===== src/shared/wdc_pkg.sv =====
// Purpose: constants for the watchpoint debug control block
// Assumes: registers are reached only through the 38-bit scan register
// Notes: Function list below, one line per behaviour
// Function
// - size code 00 byte, 01 half, 10 word
// - unit 1 linked match feeds unit 0 chain
// - linked match latch: addr/ctl enables, data stored
// - latch cleared on control value write or tap reset
// - unit 1 span match feeds unit 0 range
// - unit 1 has own external condition input, output
// - halt request only when enable bit set
// - control value bits 0 to 7 have mask bits, enable bit 8 none
// - 16-bit fetch compares only valid half
// - debug control 3 bits, rw bit selects
// - bit2 irq disable, bit1 request, bit0 ack
// - bit1 synchronised, ORed with external request
// - request latch opens only in run-test-idle
// - acknowledge out is core ack OR bit0
// - interrupt enable low while bit2 set
// - interrupt enable low while acknowledge high
// - mask bit 1 always matches that position
// - 38-bit scan: data, address, rw; update-dr
// - control value bit positions 0 to 8
package wdc_pkg;
  // scan register layout
  localparam int SCAN_W = 38;
  localparam int DATA_W = 32;
  localparam int ADDR_W = 5;
  localparam int SCAN_ADDR_LSB = 32;
  localparam int SCAN_RW_BIT = 37;
  // register map: upper two address bits pick the group
  localparam logic [4:0] REG_DEBUG_CONTROL = 5'h00;
  localparam logic [1:0] GRP_UNIT0 = 2'h1;
  localparam logic [1:0] GRP_UNIT1 = 2'h2;
  localparam logic [2:0] IDX_ADDR_VAL = 3'h0;
  localparam logic [2:0] IDX_ADDR_MSK = 3'h1;
  localparam logic [2:0] IDX_DATA_VAL = 3'h2;
  localparam logic [2:0] IDX_DATA_MSK = 3'h3;
  localparam logic [2:0] IDX_CTL_VAL = 3'h4;
  localparam logic [2:0] IDX_CTL_MSK = 3'h5;
  // control value / mask layout
  localparam int CTL_VAL_W = 9;
  localparam int CTL_MSK_W = 8;
  localparam int CB_WNR = 0;
  localparam int CB_SIZE_LSB = 1;
  localparam int CB_OPC_N = 3;
  localparam int CB_TRANS_N = 4;
  localparam int CB_EXT = 5;
  localparam int CB_CHAIN = 6;
  localparam int CB_RANGE = 7;
  localparam int CB_ENABLE = 8;
  // transfer size codes
  localparam logic [1:0] SIZE_BYTE = 2'h0;
  localparam logic [1:0] SIZE_HALF = 2'h1;
  localparam logic [1:0] SIZE_WORD = 2'h2;
  localparam logic [1:0] SIZE_RSVD = 2'h3;
  // debug control layout and reset
  localparam int DC_W = 3;
  localparam int DC_IRQ_OFF = 2;
  localparam int DC_REQ = 1;
  localparam int DC_ACK = 0;
  localparam logic [2:0] DEBUG_CONTROL_RST = 3'h0;
  // reset values of watchpoint registers
  localparam logic [31:0] WP_WORD_RST = 32'h00000000;
  localparam logic [8:0] WP_CTL_RST = 9'h000;
  // synchroniser width for tap side inputs
  localparam int TAP_SYNC_W = 8;
endpackage : wdc_pkg


===== src/verilog/wdc_sync2.sv =====
// Purpose: two flip-flop level synchroniser
// Assumes: inputs are levels from another clock domain
// Notes: first stage is read only by the second stage
`timescale 1ns/1ps
`default_nettype none
module wdc_sync2 #(
  parameter int W = 1
) (
  input wire logic clk_in,
  input wire logic rst_in,
  input wire logic [W-1:0] async_in,
  output logic [W-1:0] sync_out
);
  logic [W-1:0] meta_r;
  logic [W-1:0] meta_nxt;
  logic [W-1:0] sync_r;
  logic [W-1:0] sync_nxt;

  // next values: plain shift through two stages
  always_comb
  begin
    meta_nxt = async_in;
    sync_nxt = meta_r;
  end

  // registers, cleared asynchronously
  always_ff @(posedge clk_in or posedge rst_in)
  begin
    if (rst_in)
    begin
      meta_r <= '0;
      sync_r <= '0;
    end
    else
    begin
      meta_r <= meta_nxt;
      sync_r <= sync_nxt;
    end
  end

  assign sync_out = sync_r;
endmodule : wdc_sync2
`default_nettype wire


===== src/verilog/wdc_watch_unit.sv =====
// Purpose: one masked watchpoint comparator with its register set
// Assumes: bus inputs are on clk_in, registers written from the scan side
// Notes: chain and range inputs come from the neighbouring unit
`timescale 1ns/1ps
`default_nettype none
module wdc_watch_unit (
  input wire logic clk_in,
  input wire logic rst_in,
  input wire logic wr_en_in,
  input wire logic [2:0] idx_in,
  input wire logic [31:0] wdata_in,
  output logic [31:0] rdata_out,
  input wire logic bus_valid_in,
  input wire logic [31:0] bus_addr_in,
  input wire logic [31:0] bus_data_in,
  input wire logic half_fetch_in,
  input wire logic write_not_read_in,
  input wire logic [1:0] transfer_size_in,
  input wire logic opcode_fetch_n_in,
  input wire logic translate_n_in,
  input wire logic ext_cond_in,
  input wire logic chain_in,
  input wire logic range_in,
  input wire logic link_clear_in,
  output logic halt_out,
  output logic span_match_out,
  output logic linked_match_out
);
  logic [31:0] addr_val_r, addr_msk_r, data_val_r, data_msk_r;
  logic [8:0] ctl_val_r;
  logic [7:0] ctl_msk_r;
  logic [31:0] addr_val_nxt, addr_msk_nxt, data_val_nxt, data_msk_nxt;
  logic [8:0] ctl_val_nxt;
  logic [7:0] ctl_msk_nxt;
  logic link_r;
  logic link_nxt;
  logic [7:0] ctl_bus;
  logic [15:0] half_word;
  logic [31:0] data_eff;
  logic size_ok, ac_ok, dc_ok;

  // control bus in value-register order
  assign ctl_bus = {range_in, chain_in, ext_cond_in, translate_n_in,
                    opcode_fetch_n_in, transfer_size_in, write_not_read_in};
  // a 16-bit fetch only drives one half; replicate it on both halves
  assign half_word = bus_addr_in[1] ? bus_data_in[31:16] : bus_data_in[15:0];
  assign data_eff = half_fetch_in ? {half_word, half_word} : bus_data_in;
  // reserved size code never matches unless the size field is masked
  assign size_ok = (transfer_size_in != wdc_pkg::SIZE_RSVD) | (&ctl_msk_r[2:1]);
  // xnor compare, mask bit 1 forces that position to match
  assign ac_ok = (&(~(addr_val_r ^ bus_addr_in) | addr_msk_r))
               & (&(~(ctl_val_r[4:0] ^ ctl_bus[4:0]) | ctl_msk_r[4:0]))
               & size_ok;
  assign dc_ok = (&(~(data_val_r ^ data_eff) | data_msk_r))
               & (&(~(ctl_val_r[7:5] ^ ctl_bus[7:5]) | ctl_msk_r[7:5]));
  // all three fields on the same bus cycle
  assign span_match_out = bus_valid_in & ac_ok & dc_ok;
  assign halt_out = span_match_out & ctl_val_r[wdc_pkg::CB_ENABLE];
  assign linked_match_out = link_r;

  // register writes and chain latch
  always_comb
  begin
    addr_val_nxt = addr_val_r;
    addr_msk_nxt = addr_msk_r;
    data_val_nxt = data_val_r;
    data_msk_nxt = data_msk_r;
    ctl_val_nxt = ctl_val_r;
    ctl_msk_nxt = ctl_msk_r;
    link_nxt = link_r;
    if (bus_valid_in && ac_ok)
      link_nxt = dc_ok;
    if (wr_en_in)
    begin
      case (idx_in)
        wdc_pkg::IDX_ADDR_VAL: addr_val_nxt = wdata_in;
        wdc_pkg::IDX_ADDR_MSK: addr_msk_nxt = wdata_in;
        wdc_pkg::IDX_DATA_VAL: data_val_nxt = wdata_in;
        wdc_pkg::IDX_DATA_MSK: data_msk_nxt = wdata_in;
        wdc_pkg::IDX_CTL_VAL:
        begin
          ctl_val_nxt = wdata_in[8:0];
          link_nxt = 1'b0;
        end
        wdc_pkg::IDX_CTL_MSK: ctl_msk_nxt = wdata_in[7:0];
        default: ;
      endcase
    end
    if (link_clear_in)
      link_nxt = 1'b0;
  end

  always_ff @(posedge clk_in or posedge rst_in)
  begin
    if (rst_in)
    begin
      addr_val_r <= wdc_pkg::WP_WORD_RST;
      addr_msk_r <= wdc_pkg::WP_WORD_RST;
      data_val_r <= wdc_pkg::WP_WORD_RST;
      data_msk_r <= wdc_pkg::WP_WORD_RST;
      ctl_val_r <= wdc_pkg::WP_CTL_RST;
      ctl_msk_r <= wdc_pkg::WP_CTL_RST[7:0];
      link_r <= 1'b0;
    end
    else
    begin
      addr_val_r <= addr_val_nxt;
      addr_msk_r <= addr_msk_nxt;
      data_val_r <= data_val_nxt;
      data_msk_r <= data_msk_nxt;
      ctl_val_r <= ctl_val_nxt;
      ctl_msk_r <= ctl_msk_nxt;
      link_r <= link_nxt;
    end
  end

  // read mux, unused indices read zero
  always_comb
  begin
    case (idx_in)
      wdc_pkg::IDX_ADDR_VAL: rdata_out = addr_val_r;
      wdc_pkg::IDX_ADDR_MSK: rdata_out = addr_msk_r;
      wdc_pkg::IDX_DATA_VAL: rdata_out = data_val_r;
      wdc_pkg::IDX_DATA_MSK: rdata_out = data_msk_r;
      wdc_pkg::IDX_CTL_VAL: rdata_out = {23'h000000, ctl_val_r};
      wdc_pkg::IDX_CTL_MSK: rdata_out = {24'h000000, ctl_msk_r};
      default: rdata_out = 32'h00000000;
    endcase
  end
endmodule : wdc_watch_unit
`default_nettype wire


===== src/verilog/wdc_top.sv =====
// Purpose: watchpoint debug control beside a processor core
// Assumes: tap pins arrive from another clock and are synchronised here
// Notes: the tap clock is sampled; edges are found on clk_in
`timescale 1ns/1ps
`default_nettype none
module wdc_top (
  input wire logic clk_in,
  input wire logic rst_in,
  // test access side
  input wire logic tap_clock_in,
  input wire logic tap_reset_n_in,
  input wire logic tdi_in,
  input wire logic capture_dr_in,
  input wire logic shift_dr_in,
  input wire logic update_dr_in,
  input wire logic run_test_idle_in,
  output logic tdo_out,
  // core bus side
  input wire logic bus_valid_in,
  input wire logic [31:0] core_addr_in,
  input wire logic [31:0] core_data_in,
  input wire logic half_fetch_in,
  input wire logic write_not_read_in,
  input wire logic [1:0] transfer_size_in,
  input wire logic opcode_fetch_n_in,
  input wire logic translate_n_in,
  input wire logic external_condition_unit0_in,
  input wire logic external_condition_unit1_in,
  // debug handshake
  input wire logic debug_request_in,
  input wire logic core_debug_acknowledge_in,
  output logic breakpoint_out,
  output logic debug_request_out,
  output logic debug_request_combined_out,
  output logic debug_acknowledge_out,
  output logic core_interrupt_enable_out,
  output logic user_mode_n_out,
  output logic linked_match_out,
  output logic span_match_out
);
  // synchronised tap side levels
  logic [7:0] tap_raw;
  logic [7:0] tap_s;
  logic tck_s, tdi_s, cap_s, shf_s, upd_s, rti_s, trst_n_s, ext_req_s;

  // scan state
  logic [37:0] scan_r;
  logic [37:0] scan_nxt;
  logic [31:0] rdata_r;
  logic [31:0] rdata_nxt;
  logic tck_d_r;
  logic tck_d_nxt;
  logic upd_d_r;
  logic upd_d_nxt;
  logic tdo_r;
  logic tdo_nxt;
  logic tck_rise, tck_fall, upd_rise;

  // decoded register access
  logic acc_wr, acc_rd;
  logic [4:0] acc_addr;
  logic [31:0] acc_data;
  logic wr_u0, wr_u1;
  logic [31:0] rd_u0, rd_u1;

  // debug control state
  logic [2:0] dctl_r;
  logic [2:0] dctl_nxt;
  logic req_hold_r;
  logic req_hold_nxt;

  // core side outputs
  logic halt0, halt1, span0, span1, link0, link1;
  logic bkpt_r;
  logic bkpt_nxt;
  logic user_r;
  logic user_nxt;
  logic ack_comb;

  // every tap input passes two flops before any logic reads it
  assign tap_raw = {debug_request_in, tap_reset_n_in, run_test_idle_in, update_dr_in,
                    shift_dr_in, capture_dr_in, tdi_in, tap_clock_in};

  wdc_sync2 #(
    .W(wdc_pkg::TAP_SYNC_W)
  ) u_sync (
    .clk_in(clk_in),
    .rst_in(rst_in),
    .async_in(tap_raw),
    .sync_out(tap_s)
  );

  assign tck_s = tap_s[0];
  assign tdi_s = tap_s[1];
  assign cap_s = tap_s[2];
  assign shf_s = tap_s[3];
  assign upd_s = tap_s[4];
  assign rti_s = tap_s[5];
  assign trst_n_s = tap_s[6];
  assign ext_req_s = tap_s[7];

  // edge finders on the sampled tap clock and update state
  assign tck_rise = tck_s & ~tck_d_r;
  assign tck_fall = ~tck_s & tck_d_r;
  assign upd_rise = upd_s & ~upd_d_r;

  // the access fires once, on entry to update-dr
  assign acc_addr = scan_r[wdc_pkg::SCAN_RW_BIT-1:wdc_pkg::SCAN_ADDR_LSB];
  assign acc_data = scan_r[wdc_pkg::DATA_W-1:0];
  assign acc_wr = upd_rise & scan_r[wdc_pkg::SCAN_RW_BIT];
  assign acc_rd = upd_rise & ~scan_r[wdc_pkg::SCAN_RW_BIT];
  assign wr_u0 = acc_wr & (acc_addr[4:3] == wdc_pkg::GRP_UNIT0);
  assign wr_u1 = acc_wr & (acc_addr[4:3] == wdc_pkg::GRP_UNIT1);

  // scan shifter: capture loads last read result, shift is lsb first
  always_comb
  begin
    scan_nxt = scan_r;
    tdo_nxt = tdo_r;
    tck_d_nxt = tck_s;
    upd_d_nxt = upd_s;
    if (tck_rise && cap_s)
      scan_nxt[wdc_pkg::DATA_W-1:0] = rdata_r;
    else if (tck_rise && shf_s)
      scan_nxt = {tdi_s, scan_r[37:1]};
    // tdo changes on the falling edge so the debugger samples it stable
    if (tck_fall)
      tdo_nxt = scan_r[0];
  end

  always_ff @(posedge clk_in or posedge rst_in)
  begin
    if (rst_in)
    begin
      scan_r <= 38'h0000000000;
      tdo_r <= 1'b0;
      tck_d_r <= 1'b0;
      upd_d_r <= 1'b0;
    end
    else
    begin
      scan_r <= scan_nxt;
      tdo_r <= tdo_nxt;
      tck_d_r <= tck_d_nxt;
      upd_d_r <= upd_d_nxt;
    end
  end

  // read path: result is held until the next capture shifts it out
  always_comb
  begin
    rdata_nxt = rdata_r;
    if (acc_rd)
    begin
      case (acc_addr[4:3])
        wdc_pkg::GRP_UNIT0: rdata_nxt = rd_u0;
        wdc_pkg::GRP_UNIT1: rdata_nxt = rd_u1;
        default:
        begin
          if (acc_addr == wdc_pkg::REG_DEBUG_CONTROL)
            rdata_nxt = {29'h00000000, dctl_r};
          else
            rdata_nxt = 32'h00000000;
        end
      endcase
    end
  end

  always_ff @(posedge clk_in or posedge rst_in)
  begin
    if (rst_in)
      rdata_r <= 32'h00000000;
    else
      rdata_r <= rdata_nxt;
  end

  // debug control register and the request hold latch
  always_comb
  begin
    dctl_nxt = dctl_r;
    req_hold_nxt = req_hold_r;
    if (acc_wr && (acc_addr == wdc_pkg::REG_DEBUG_CONTROL))
      dctl_nxt = acc_data[wdc_pkg::DC_W-1:0];
    // held closed outside run-test-idle so several cores can be armed
    // and released together
    if (rti_s)
      req_hold_nxt = dctl_r[wdc_pkg::DC_REQ];
  end

  always_ff @(posedge clk_in or posedge rst_in)
  begin
    if (rst_in)
    begin
      dctl_r <= wdc_pkg::DEBUG_CONTROL_RST;
      req_hold_r <= 1'b0;
    end
    else
    begin
      dctl_r <= dctl_nxt;
      req_hold_r <= req_hold_nxt;
    end
  end

  // request, acknowledge and interrupt enable towards the core
  assign debug_request_out = req_hold_r | ext_req_s;
  assign debug_request_combined_out = req_hold_r | ext_req_s;
  assign ack_comb = core_debug_acknowledge_in | dctl_r[wdc_pkg::DC_ACK];
  assign debug_acknowledge_out = ack_comb;
  // interrupts only when neither acknowledge nor disable is active
  assign core_interrupt_enable_out = ~ack_comb & ~dctl_r[wdc_pkg::DC_IRQ_OFF];

  // watchpoint 1: own external condition, no upstream neighbour
  wdc_watch_unit u_unit1 (
    .clk_in(clk_in),
    .rst_in(rst_in),
    .wr_en_in(wr_u1),
    .idx_in(acc_addr[2:0]),
    .wdata_in(acc_data),
    .rdata_out(rd_u1),
    .bus_valid_in(bus_valid_in),
    .bus_addr_in(core_addr_in),
    .bus_data_in(core_data_in),
    .half_fetch_in(half_fetch_in),
    .write_not_read_in(write_not_read_in),
    .transfer_size_in(transfer_size_in),
    .opcode_fetch_n_in(opcode_fetch_n_in),
    .translate_n_in(translate_n_in),
    .ext_cond_in(external_condition_unit1_in),
    .chain_in(1'b0),
    .range_in(1'b0),
    .link_clear_in(~trst_n_s),
    .halt_out(halt1),
    .span_match_out(span1),
    .linked_match_out(link1)
  );

  // watchpoint 0: chained and ranged off watchpoint 1
  wdc_watch_unit u_unit0 (
    .clk_in(clk_in),
    .rst_in(rst_in),
    .wr_en_in(wr_u0),
    .idx_in(acc_addr[2:0]),
    .wdata_in(acc_data),
    .rdata_out(rd_u0),
    .bus_valid_in(bus_valid_in),
    .bus_addr_in(core_addr_in),
    .bus_data_in(core_data_in),
    .half_fetch_in(half_fetch_in),
    .write_not_read_in(write_not_read_in),
    .transfer_size_in(transfer_size_in),
    .opcode_fetch_n_in(opcode_fetch_n_in),
    .translate_n_in(translate_n_in),
    .ext_cond_in(external_condition_unit0_in),
    .chain_in(link1),
    .range_in(span1),
    .link_clear_in(~trst_n_s),
    .halt_out(halt0),
    .span_match_out(span0),
    .linked_match_out(link0)
  );

  // halt request and user mode output registered for clean edges;
  // writing watchpoints while the core runs can still glitch this, which
  // is why programming is done while the core bus is idle
  always_comb
  begin
    bkpt_nxt = halt0 | halt1;
    user_nxt = external_condition_unit1_in;
  end

  always_ff @(posedge clk_in or posedge rst_in)
  begin
    if (rst_in)
    begin
      bkpt_r <= 1'b0;
      user_r <= 1'b0;
    end
    else
    begin
      bkpt_r <= bkpt_nxt;
      user_r <= user_nxt;
    end
  end

  assign breakpoint_out = bkpt_r;
  assign user_mode_n_out = user_r;
  assign linked_match_out = link1;
  assign span_match_out = span1;
  assign tdo_out = tdo_r;
endmodule : wdc_top
`default_nettype wire


===== config.mk =====
export PLATFORM = sky130hd
export DESIGN_NAME = wdc_top
export DESIGN_NICKNAME = d
export VERILOG_FILES = /design/src/shared/wdc_pkg.sv /design/src/verilog/wdc_sync2.sv /design/src/verilog/wdc_watch_unit.sv /design/src/verilog/wdc_top.sv
export SDC_FILE = /design/constraint.sdc
export NUM_CORES = 1
export LEC_CHECK = 0
export BUFFER_PORTS_ARGS = -buffer_cell sky130_fd_sc_hd__buf_2
export CAP_MARGIN = 0
export CELL_PAD_IN_SITES_DETAIL_PLACEMENT = 1
export CELL_PAD_IN_SITES_GLOBAL_PLACEMENT = 1
export CORE_AREA = 4 4 235 237
export CTS_CLUSTER_SIZE = 30
export DETAILED_ROUTE_END_ITERATION = 10
export DIE_AREA = 0 0 239 241
export HOLD_SLACK_MARGIN = 0.08
export PLACE_DENSITY_LB_ADDON = 0.1
export SLEW_MARGIN = 10
export SYNTH_ARGS = -nofsm -noshare
export SYNTH_HDL_FRONTEND = slang
export SYNTH_SLANG_ARGS = --single-unit

===== constraint.sdc =====
create_clock -name clk_in -period 33.1 [get_ports clk_in]
set_input_delay 3.31 -clock clk_in [delete_from_list [all_inputs] [get_ports clk_in]]
set_output_delay 3.31 -clock clk_in [all_outputs]
set_load 0.01 [all_outputs]

* After elaboration in Yosys (flattened, before gate mapping) *
Cells that the tools add are included.

storage, ports and cells
  memory bits (read-only) = 0
  memories = 0
  input bits = 84
  latch bits = 0
  bits in registers = 386
  bits in writable memories = 0

cells by class
  shifts and indexed selects = 0
  magnitude comparators = 0
  reduce and logical (&&, ||, !) cells = 30
  muxes and demuxes = 12
  $mul = 0
  equality and inequality tests = 8
  bitwise gates (word level) = 56
  $add $sub $neg = 0
  div/mod/pow operators = 0

operators by type and width
  kind                                                                    count
  32-bit one-hot mux with 6 select lines                                  2
  32-bit NOT                                                              4
  32-bit OR                                                               4
  32-bit AND reduction                                                    4
  32-bit bitwise XOR                                                      4
  32-bit 2-to-1 mux                                                       3
  32-bit one-hot mux with 2 select lines                                  1
  2-bit AND reduction                                                     15
  1-bit AND                                                               20
  16-bit 2-to-1 mux                                                       1
  5-bit NOT                                                               2
  5-bit OR                                                                2
  5-bit AND reduction                                                     2
  5-bit bitwise XOR                                                       2
  1-bit NOT                                                               7
  3-bit by 2-bit equality test with 1-bit output (second input constant)  2
  3-bit equality test (second input constant)                             2
  3-bit NOT                                                               2
  3-bit OR                                                                2
  3-bit AND reduction                                                     2
  5-bit zero test                                                         1
  1-bit OR                                                                5
  1-bit logical AND                                                       4
  1-bit 2-to-1 mux                                                        4
  other kinds (9)                                                         9

* Longest topological paths before layout *
Gate-level depths: netlist of the first run.

  word-level depth = 16
  depth in mapped cells = 11
  depth with buffers taken out = 9

* Modules after synthesis *
From an unflattened synthesis of the first run, not the netlist that was laid out.

unflattened totals
  cell total of the unflattened synthesis = 1551
  area, all modules = 19603.8 um^2

by module, submodules not included
  module          sequential area each (um^2)  area an instance (um^2)  times used  cells an instance
  wdc_watch_unit  3653.5                       7828.8                   2           613
  wdc_top         1976.9                       3542.1                   1           308
  wdc_sync2       400.4                        404.1                    1           17

* Worst setup path before layout of the first run *
No wires, ideal clock.

  path kind = input-to-output
  from = in core_addr_in[1]
  to = out span_match_out
  arrival = 4.840 ns
  stages on the path = 9
  required time = 29.790 ns
  setup slack = 24.950 ns
  buffers on the path = 2
  cell sequence = nand2b_1 -> buf_6 -> buf_8 -> mux2i_2 -> xor2_1 -> o22ai_1 -> nor4_1 -> nand2_1 -> nor3_2

on the way
  cells in the longest elaborated chain, start to end = 8
  elaborated cells on any way between the ends = 15
  classes of those cells = mux: 2; bitwise: 11; reduce/logical: 2

ends and longest elaborated chain
  element                                                  RTL line                                    source
  start, declared                                          wdc_top.sv:20                               input wire logic [31:0] core_addr_in,
  32-bit bitwise XOR or 16-bit 2-to-1 mux (tied branches)  wdc_watch_unit.sv:51, wdc_watch_unit.sv:46
  32-bit NOT or 32-bit 2-to-1 mux (tied branches)          wdc_watch_unit.sv:51, wdc_watch_unit.sv:47
  32-bit OR or 32-bit bitwise XOR (tied branches)          wdc_watch_unit.sv:51, wdc_watch_unit.sv:54
  32-bit AND reduction or 32-bit NOT (tied branches)       wdc_watch_unit.sv:51, wdc_watch_unit.sv:54
  1-bit AND or 32-bit OR (tied branches)                   wdc_watch_unit.sv:52, wdc_watch_unit.sv:54
  1-bit AND or 32-bit AND reduction (tied branches)        wdc_watch_unit.sv:53, wdc_watch_unit.sv:54
  1-bit AND, on equally long branches                      wdc_watch_unit.sv:57, wdc_watch_unit.sv:55
  1-bit AND *                                              wdc_watch_unit.sv:57                        assign span_match_out = bus_valid_in & ac_ok & dc_ok;
  end, declared                                            wdc_top.sv:39                               output logic span_match_out

Every way passes the cells marked *; elsewhere a longest branch is shown, timed or not.

* Final worst setup path of the first run *
Same ends and word-level chain as after synthesis.

==> flow_summary.ini, run 1 <==
[logic_synthesis]
synth_top_area_cell = dfrtp_1
synth_nets = 1614
synth-edff-count = 0
synth_cell_types = 50
synthTopCellsByArea = dfrtp_1 52%, mux2_2 18%, a22oi_1 7.0%
synth_top_area_share_pct = 52.3
async_flop_share_pct = 100
synth-seq-area-share_pct = 52.3
synth_top_flop_cell = dfrtp_1
yosys_warnings = 0
synth_area_mm2 = 0.0185
synthCells = 1528
synth_area_per_cell_um2 = 12.1
ys_ff_latch = 386

[setup_path]
critPathSlowestCell = nand2b_1
cp_common_cell = buf_2
worstPathCellList = buf_2 > nand2b_1 > mux2i_1 > xor2_1 > o22ai_1 > nor4_1 > o211ai_1 > nor3_2 > buf_4 > buf_2
crit_start = core_addr_in[1]
required_ps = 29790
timing.critical_path.buf_inv = 3
endpoint_kind = output pin
crit_path_start_kind = primary input
path_class = in -> out
crit-reg2reg-launch = scan_r[35]
cp.arrival_ps = 6070
crit_path_max_incr_delay_ps = 870
crit_fanout = 16
cp_top_family = simple AND/OR/NAND/NOR gates

[sta]
worst_pin_slew_ps = 1150
rsz0062_at_grt = no
final_hold_viol_count = 0
period_share_pct = 28.3
fmax_mhz = 107
setup_viol = 0
slew_violations = 0
min_period_ps = 9380
fin_setup_tns_ps = 0
relSlewSlack_pct = 23.4
setup_ws_ps = 23730
skew_ps = 13.1

[run_status]
status = finished, final reports clean

[place]
portBuffers = 92
gp_congestion = 0.925
dp_hpwl_um = 49000
place_inst = 2215
pre_cts_ws_ps = 23700

[cts]
cts_buffer_depth = 3
post_cts_resized = 0
clk_latency_ps = 580
cts_made_buffers = 47
clock_sinks = 386
clkTransAtPathRegs_ps = 50
cts_tree = built
post-cts-setup-buffers = 0
hold_buffers = 0
htreeDepth = 2
clock_tree.root_cell = clkbuf_16

[global_routing]
grt_pass1_wl_um = 105000
grt-ovfl-total = 0
grt_max_degree = 122
grt_pass1_vias = 14000
grt.total_usage_pct = 25.0
antenna_found_initial = 1

[die]
die_h_um = 241
ioPinCount = 93
die-area_mm2 = 0.0576
die_w_um = 239
initial_core_util_pct = 34.6
num_rows = 85
core_mm2 = 0.0533

[detailed_routing]
drc = 0
dr_total_vias = 13400
viasPerCell = 5.84
drt_first_pass_iters = 5
drtIter0Drc = 1199
antenna_left = 0
post_drt_wl_per_cell_um = 31.6
routed_wl_um = 72700

[hold_path]
hp-class = reg -> reg
hold_start = u_sync.meta_r[2]

[pwr]
power.leakage_uw = 0.0101
ir_drop_uv = 31.8
power.density_mw_per_mm2 = 52.3

[cells_and_area]
area_growth_syn_to_layout_pct = 13.9
mostFrequentLayoutCell = dfrtp_1
nNetsFinal = 1654
drive_above_1_share_pct = 31.6
final-instance-count-excl-fill = 2298
final_cell_mix = 386 x dfrtp_1, 297 x mux2_2, 171 x a22oi_1, 92 x buf_2, 91 x nand2_1

[flow_run]
drv_cap = 0
## state kept, by name, indices dropped and copies added, names as in the netlist
signal,count
u_unit0.addr_msk_r,32
u_sync.meta_r,8
u_unit1.ctl_val_r,9
u_unit1.ctl_msk_r,8
tdo_out,1
u_unit0.ctl_msk_r,8
u_unit1.linked_match_out,1
upd_d_r,1
u_unit0.ctl_val_r,9
u_unit0.data_val_r,32
dctl_r,3
u_unit1.addr_val_r,32
u_unit0.data_msk_r,32
u_unit1.addr_msk_r,32
tck_d_r,1
u_unit1.data_val_r,32
rdata_r,32
u_unit0.addr_val_r,32
req_hold_r,1
u_unit1.data_msk_r,32
breakpoint_out,1
u_sync.sync_out,8
scan_r,38
user_mode_n_out,1
## power by group
group	switching, µW	internal [µW]
clock network	204	300
logic	90.9	24.2
registers	4.61	475
total	300	799
## synthesized netlist by cell type (all sizes together), types with 2 or more instances
cell / n
a211o: 2
a21oi: 3
a222oi: 32
a22oi: 171
and2: 2
and3: 6
and3b: 3
buf: 43
clkbuf: 84
dfrtp: 386
ha: 2
inv: 39
mux2: 297
mux2i: 34
nand2: 92
nand2b: 2
nand3: 17
nand4: 2
nor2: 19
nor2b: 5
nor3: 4
nor3b: 3
nor4: 15
o2111ai: 2
o21ai: 41
o22a: 2
o22ai: 64
or2: 2
or3b: 2
or4: 2
xnor2: 76
xor2: 64
## cells by family after synthesis
group,share of synthesized area [%]
muxes,20.1
and+or+nand+nor,4.50
AOI/OAI and AO/OA,12.7
DFF,52.3
buffers and inverters,3.54
adders and majority gates,0.136
xor gates and xnor gates,6.64
## stage by stage
step | total power, µW | area [µm²] | hold slack [ps] | util [%]
final | 1100 | 21000 | 343 | 39.5
after global routing | 1140 | 21000 | 353 | 39.5
after CTS | 1110 | 21000 | 346 | 39.5
after detailed placement | 602 | 19600 | 336 | 36.7
after global placement | 602 | 19600 | 333 | 36.7
after floorplan | 545 | 18500 | 331 | -
## layout make-up
class / instances / area (µm²)
multi-input cells: 976 / 8210
well taps: 696 / 871
inverters: 39 / 154
diodes: 1 / 2.50
repair buffers: 118 / 656
clock inverters: 7 / 85.1
flip-flops and latches: 386 / 9660
fillers: 5627 / 32300
clock buffers: 75 / 1380
## worst paths after layout
check                                         end  slack [ps]  cells after the start
max                                span_match_out       23730                     10
min                            u_sync.sync_out[2]         340                      0
max reg2reg                 u_unit1.addr_val_r[4]       29750                      7
min reg2reg                    u_sync.sync_out[2]         340                      0
max in group asynchronous   u_unit1.data_msk_r[5]       27980                      4
min in group asynchronous  u_unit1.addr_val_r[15]        2930                      2
## layer usage
| metal | vias up | share of wire (%) | wire, µm | global-route usage, % |
|---|---|---|---|---|
| met5 | - | 0.017 | 12 | 0 |
| met4 | 2 | 2.4 | 1740 | 6.12 |
| met3 | 93 | 4.6 | 3350 | 3.89 |
| met2 | 385 | 48 | 35000 | 41.4 |
| met1 | 7247 | 45 | 32600 | 34.8 |
| li1 | 5703 | - | - | - |
Power figures use the tool's default switching activity.
==> run 2: changes to the inputs <==
==> constraint.sdc (replaced) <==
create_clock -name clk_in -period 8.7 [get_ports clk_in]
set_input_delay 0.87 -clock clk_in [delete_from_list [all_inputs] [get_ports clk_in]]
set_output_delay 0.87 -clock clk_in [all_outputs]
set_load 0.01 [all_outputs]
==> run 2 against run 1 <==
Effect of this change:
- first-iteration DRC count up 2.8%
- final area up 0.39%
- sequential power rose to 3.8 times the previous value
- via count up 0.10%
- clock-buffer cell count up 2
- setup slack worse by 20000 ps
==> flow_summary.ini, run 2 (synthesized netlist as in run 1, its figures left out) <==
[run_status]
status = finished, final reports clean

[global_routing]
grt_max_degree = 162
grt-ovfl-total = 0
grt_pass1_wl_um = 106000
grt_pass1_vias = 14100
grt.total_usage_pct = 25.5
antenna_found_initial = 5

[setup_path]
required_ps = 7830
critPathSlowestCell = nand2b_1
crit_fanout = 16
cp.arrival_ps = 3640
crit_path_start_kind = primary input
cp_common_cell = buf_2
crit_path_max_incr_delay_ps = 880
path_class = in -> out
endpoint_kind = output pin
worstPathCellList = buf_2 > nand2b_1 > mux2i_1 > xor2_1 > o22ai_1 > nor4_1 > o211ai_1 > nor3_2 > buf_4 > buf_2

[sta]
hold_slack_ps = 346
min_period_ps = 4510
setup_viol = 0
fmax_mhz = 222
fin_setup_tns_ps = 0
skew_ps = 15.0
slew_violations = 0
period_share_pct = 51.8
setup_ws_ps = 4190
rsz0062_at_grt = no
worst_pin_slew_ps = 1110
relSlewSlack_pct = 25.8
final_hold_viol_count = 0

[pwr]
ir_drop_uv = 121
power.density_mw_per_mm2 = 200
power.leakage_uw = 0.0102

[die]
num_rows = 85
core_mm2 = 0.0533
die_w_um = 239
ioPinCount = 93
initial_core_util_pct = 34.6
die_h_um = 241
die-area_mm2 = 0.0576

[detailed_routing]
viasPerCell = 5.85
post_drt_wl_per_cell_um = 32.3
wl_met2_um = 34600
antenna_left = 0
drc = 0
drtIter0Drc = 1233
dr_total_vias = 13400
dr_wl_met3_um = 4050
routed_wl_um = 74200
top_layer_used = met5
drt_first_pass_iters = 5
wl_met1_um = 33400

[cts]
clock_sinks = 386
post-cts-setup-buffers = 0
cts_made_buffers = 47
htreeDepth = 2
cts_buffer_depth = 3
clkTransAtPathRegs_ps = 50
post_cts_resized = 0
clk_latency_ps = 590
cts_tree = built
clock_tree.root_cell = clkbuf_16
hold_buffers = 0

[cells_and_area]
largest_register_ffs = 38
fill_cells = 5583
top_register = scan_r
mostFrequentLayoutCell = dfrtp_1
final_cell_mix = 386 x dfrtp_1, 297 x mux2_2, 171 x a22oi_1, 92 x buf_2, 91 x nand2_1
area_growth_syn_to_layout_pct = 14.4
postLayoutCellArea_mm2 = 0.0211
drive_above_1_share_pct = 32.3
nNetsFinal = 1654

[place]
placed_area_mm2 = 0.0196
dp_hpwl_um = 48800
portBuffers = 92
pre_cts_ws_ps = 4160
gp_congestion = 0.874

[hold_path]
hp-class = reg -> reg

[flow_run]
drv_cap = 0
-- run 2: changes by cell type in the layout (fill, tap and decap cells not counted), sizes merged --
cell,change
clkinv,+2
inv,-1
bufinv,-2
clkbuf,+2
clkinvlp,+1
-- run 2: power by group --
group / total [µW] / leakage (µW) / switching, µW / internal, µW
combinational: 437 / 0.00406 / 345 / 92.7
sequential: 1820 / 0.00535 / 17.0 / 1810
clock: 1960 / 0.000760 / 798 / 1160
total: 4220 / 0.0102 / 1160 / 3060
-- run 2: worst paths after layout --
path	from	end	slack, ps	cells past startpoint
setup reg to reg	scan_r[35]	u_unit1.data_val_r[18]	5360	7
max in group asynchronous	rst_in	u_sync.sync_out[7]	6700	3
hold reg to reg	u_sync.meta_r[4]	u_sync.sync_out[4]	350	0
hold / removal	u_sync.meta_r[4]	u_sync.sync_out[4]	350	0
min in group asynchronous	rst_in	u_unit0.addr_val_r[26]	520	2
setup / recovery	core_addr_in[1]	span_match_out	4190	10
-- run 2: stage by stage --
step           util (%)  total power (µW)  cells
6_report           39.6              4220   2300
5_1_grt            39.6              4370   2300
4_1_cts            39.6              4260   2299
3_5_place_dp       36.7              2290   2215
3_3_place_gp       36.7              2290   2215
2_1_floorplan         -              2080   1528
-- run 2: cell type report --
cell class / instances / area, µm² / share of cell area [%]
clock buffer: 77 / 1490 / 7.07
clock inverter: 7 / 35.0 / 0.166
multi-input combinational: 976 / 8210 / 38.9
inverter: 39 / 150 / 0.711
antenna: 1 / 2.50 / 0.0119
sequential: 386 / 9660 / 45.8
tap: 696 / 871 / 4.13
timing repair buffer: 118 / 681 / 3.23
-- run 2: worst max-delay path, delay by kind of cell --
| kind | cells | cell delay [ps] |
|---|---|---|
| simple gates | 3 | 1300 |
| xor+xnor | 1 | 200 |
| mux | 1 | 430 |
| compound gates | 2 | 250 |
| buf+inv | 3 | 580 |
-- run 2: metal layers --
layer	vias up	GRT usage, %
met5	-	0
met4	4	7.50
met3	106	4.79
met2	403	40.9
met1	7240	35.4
li1	5691	-
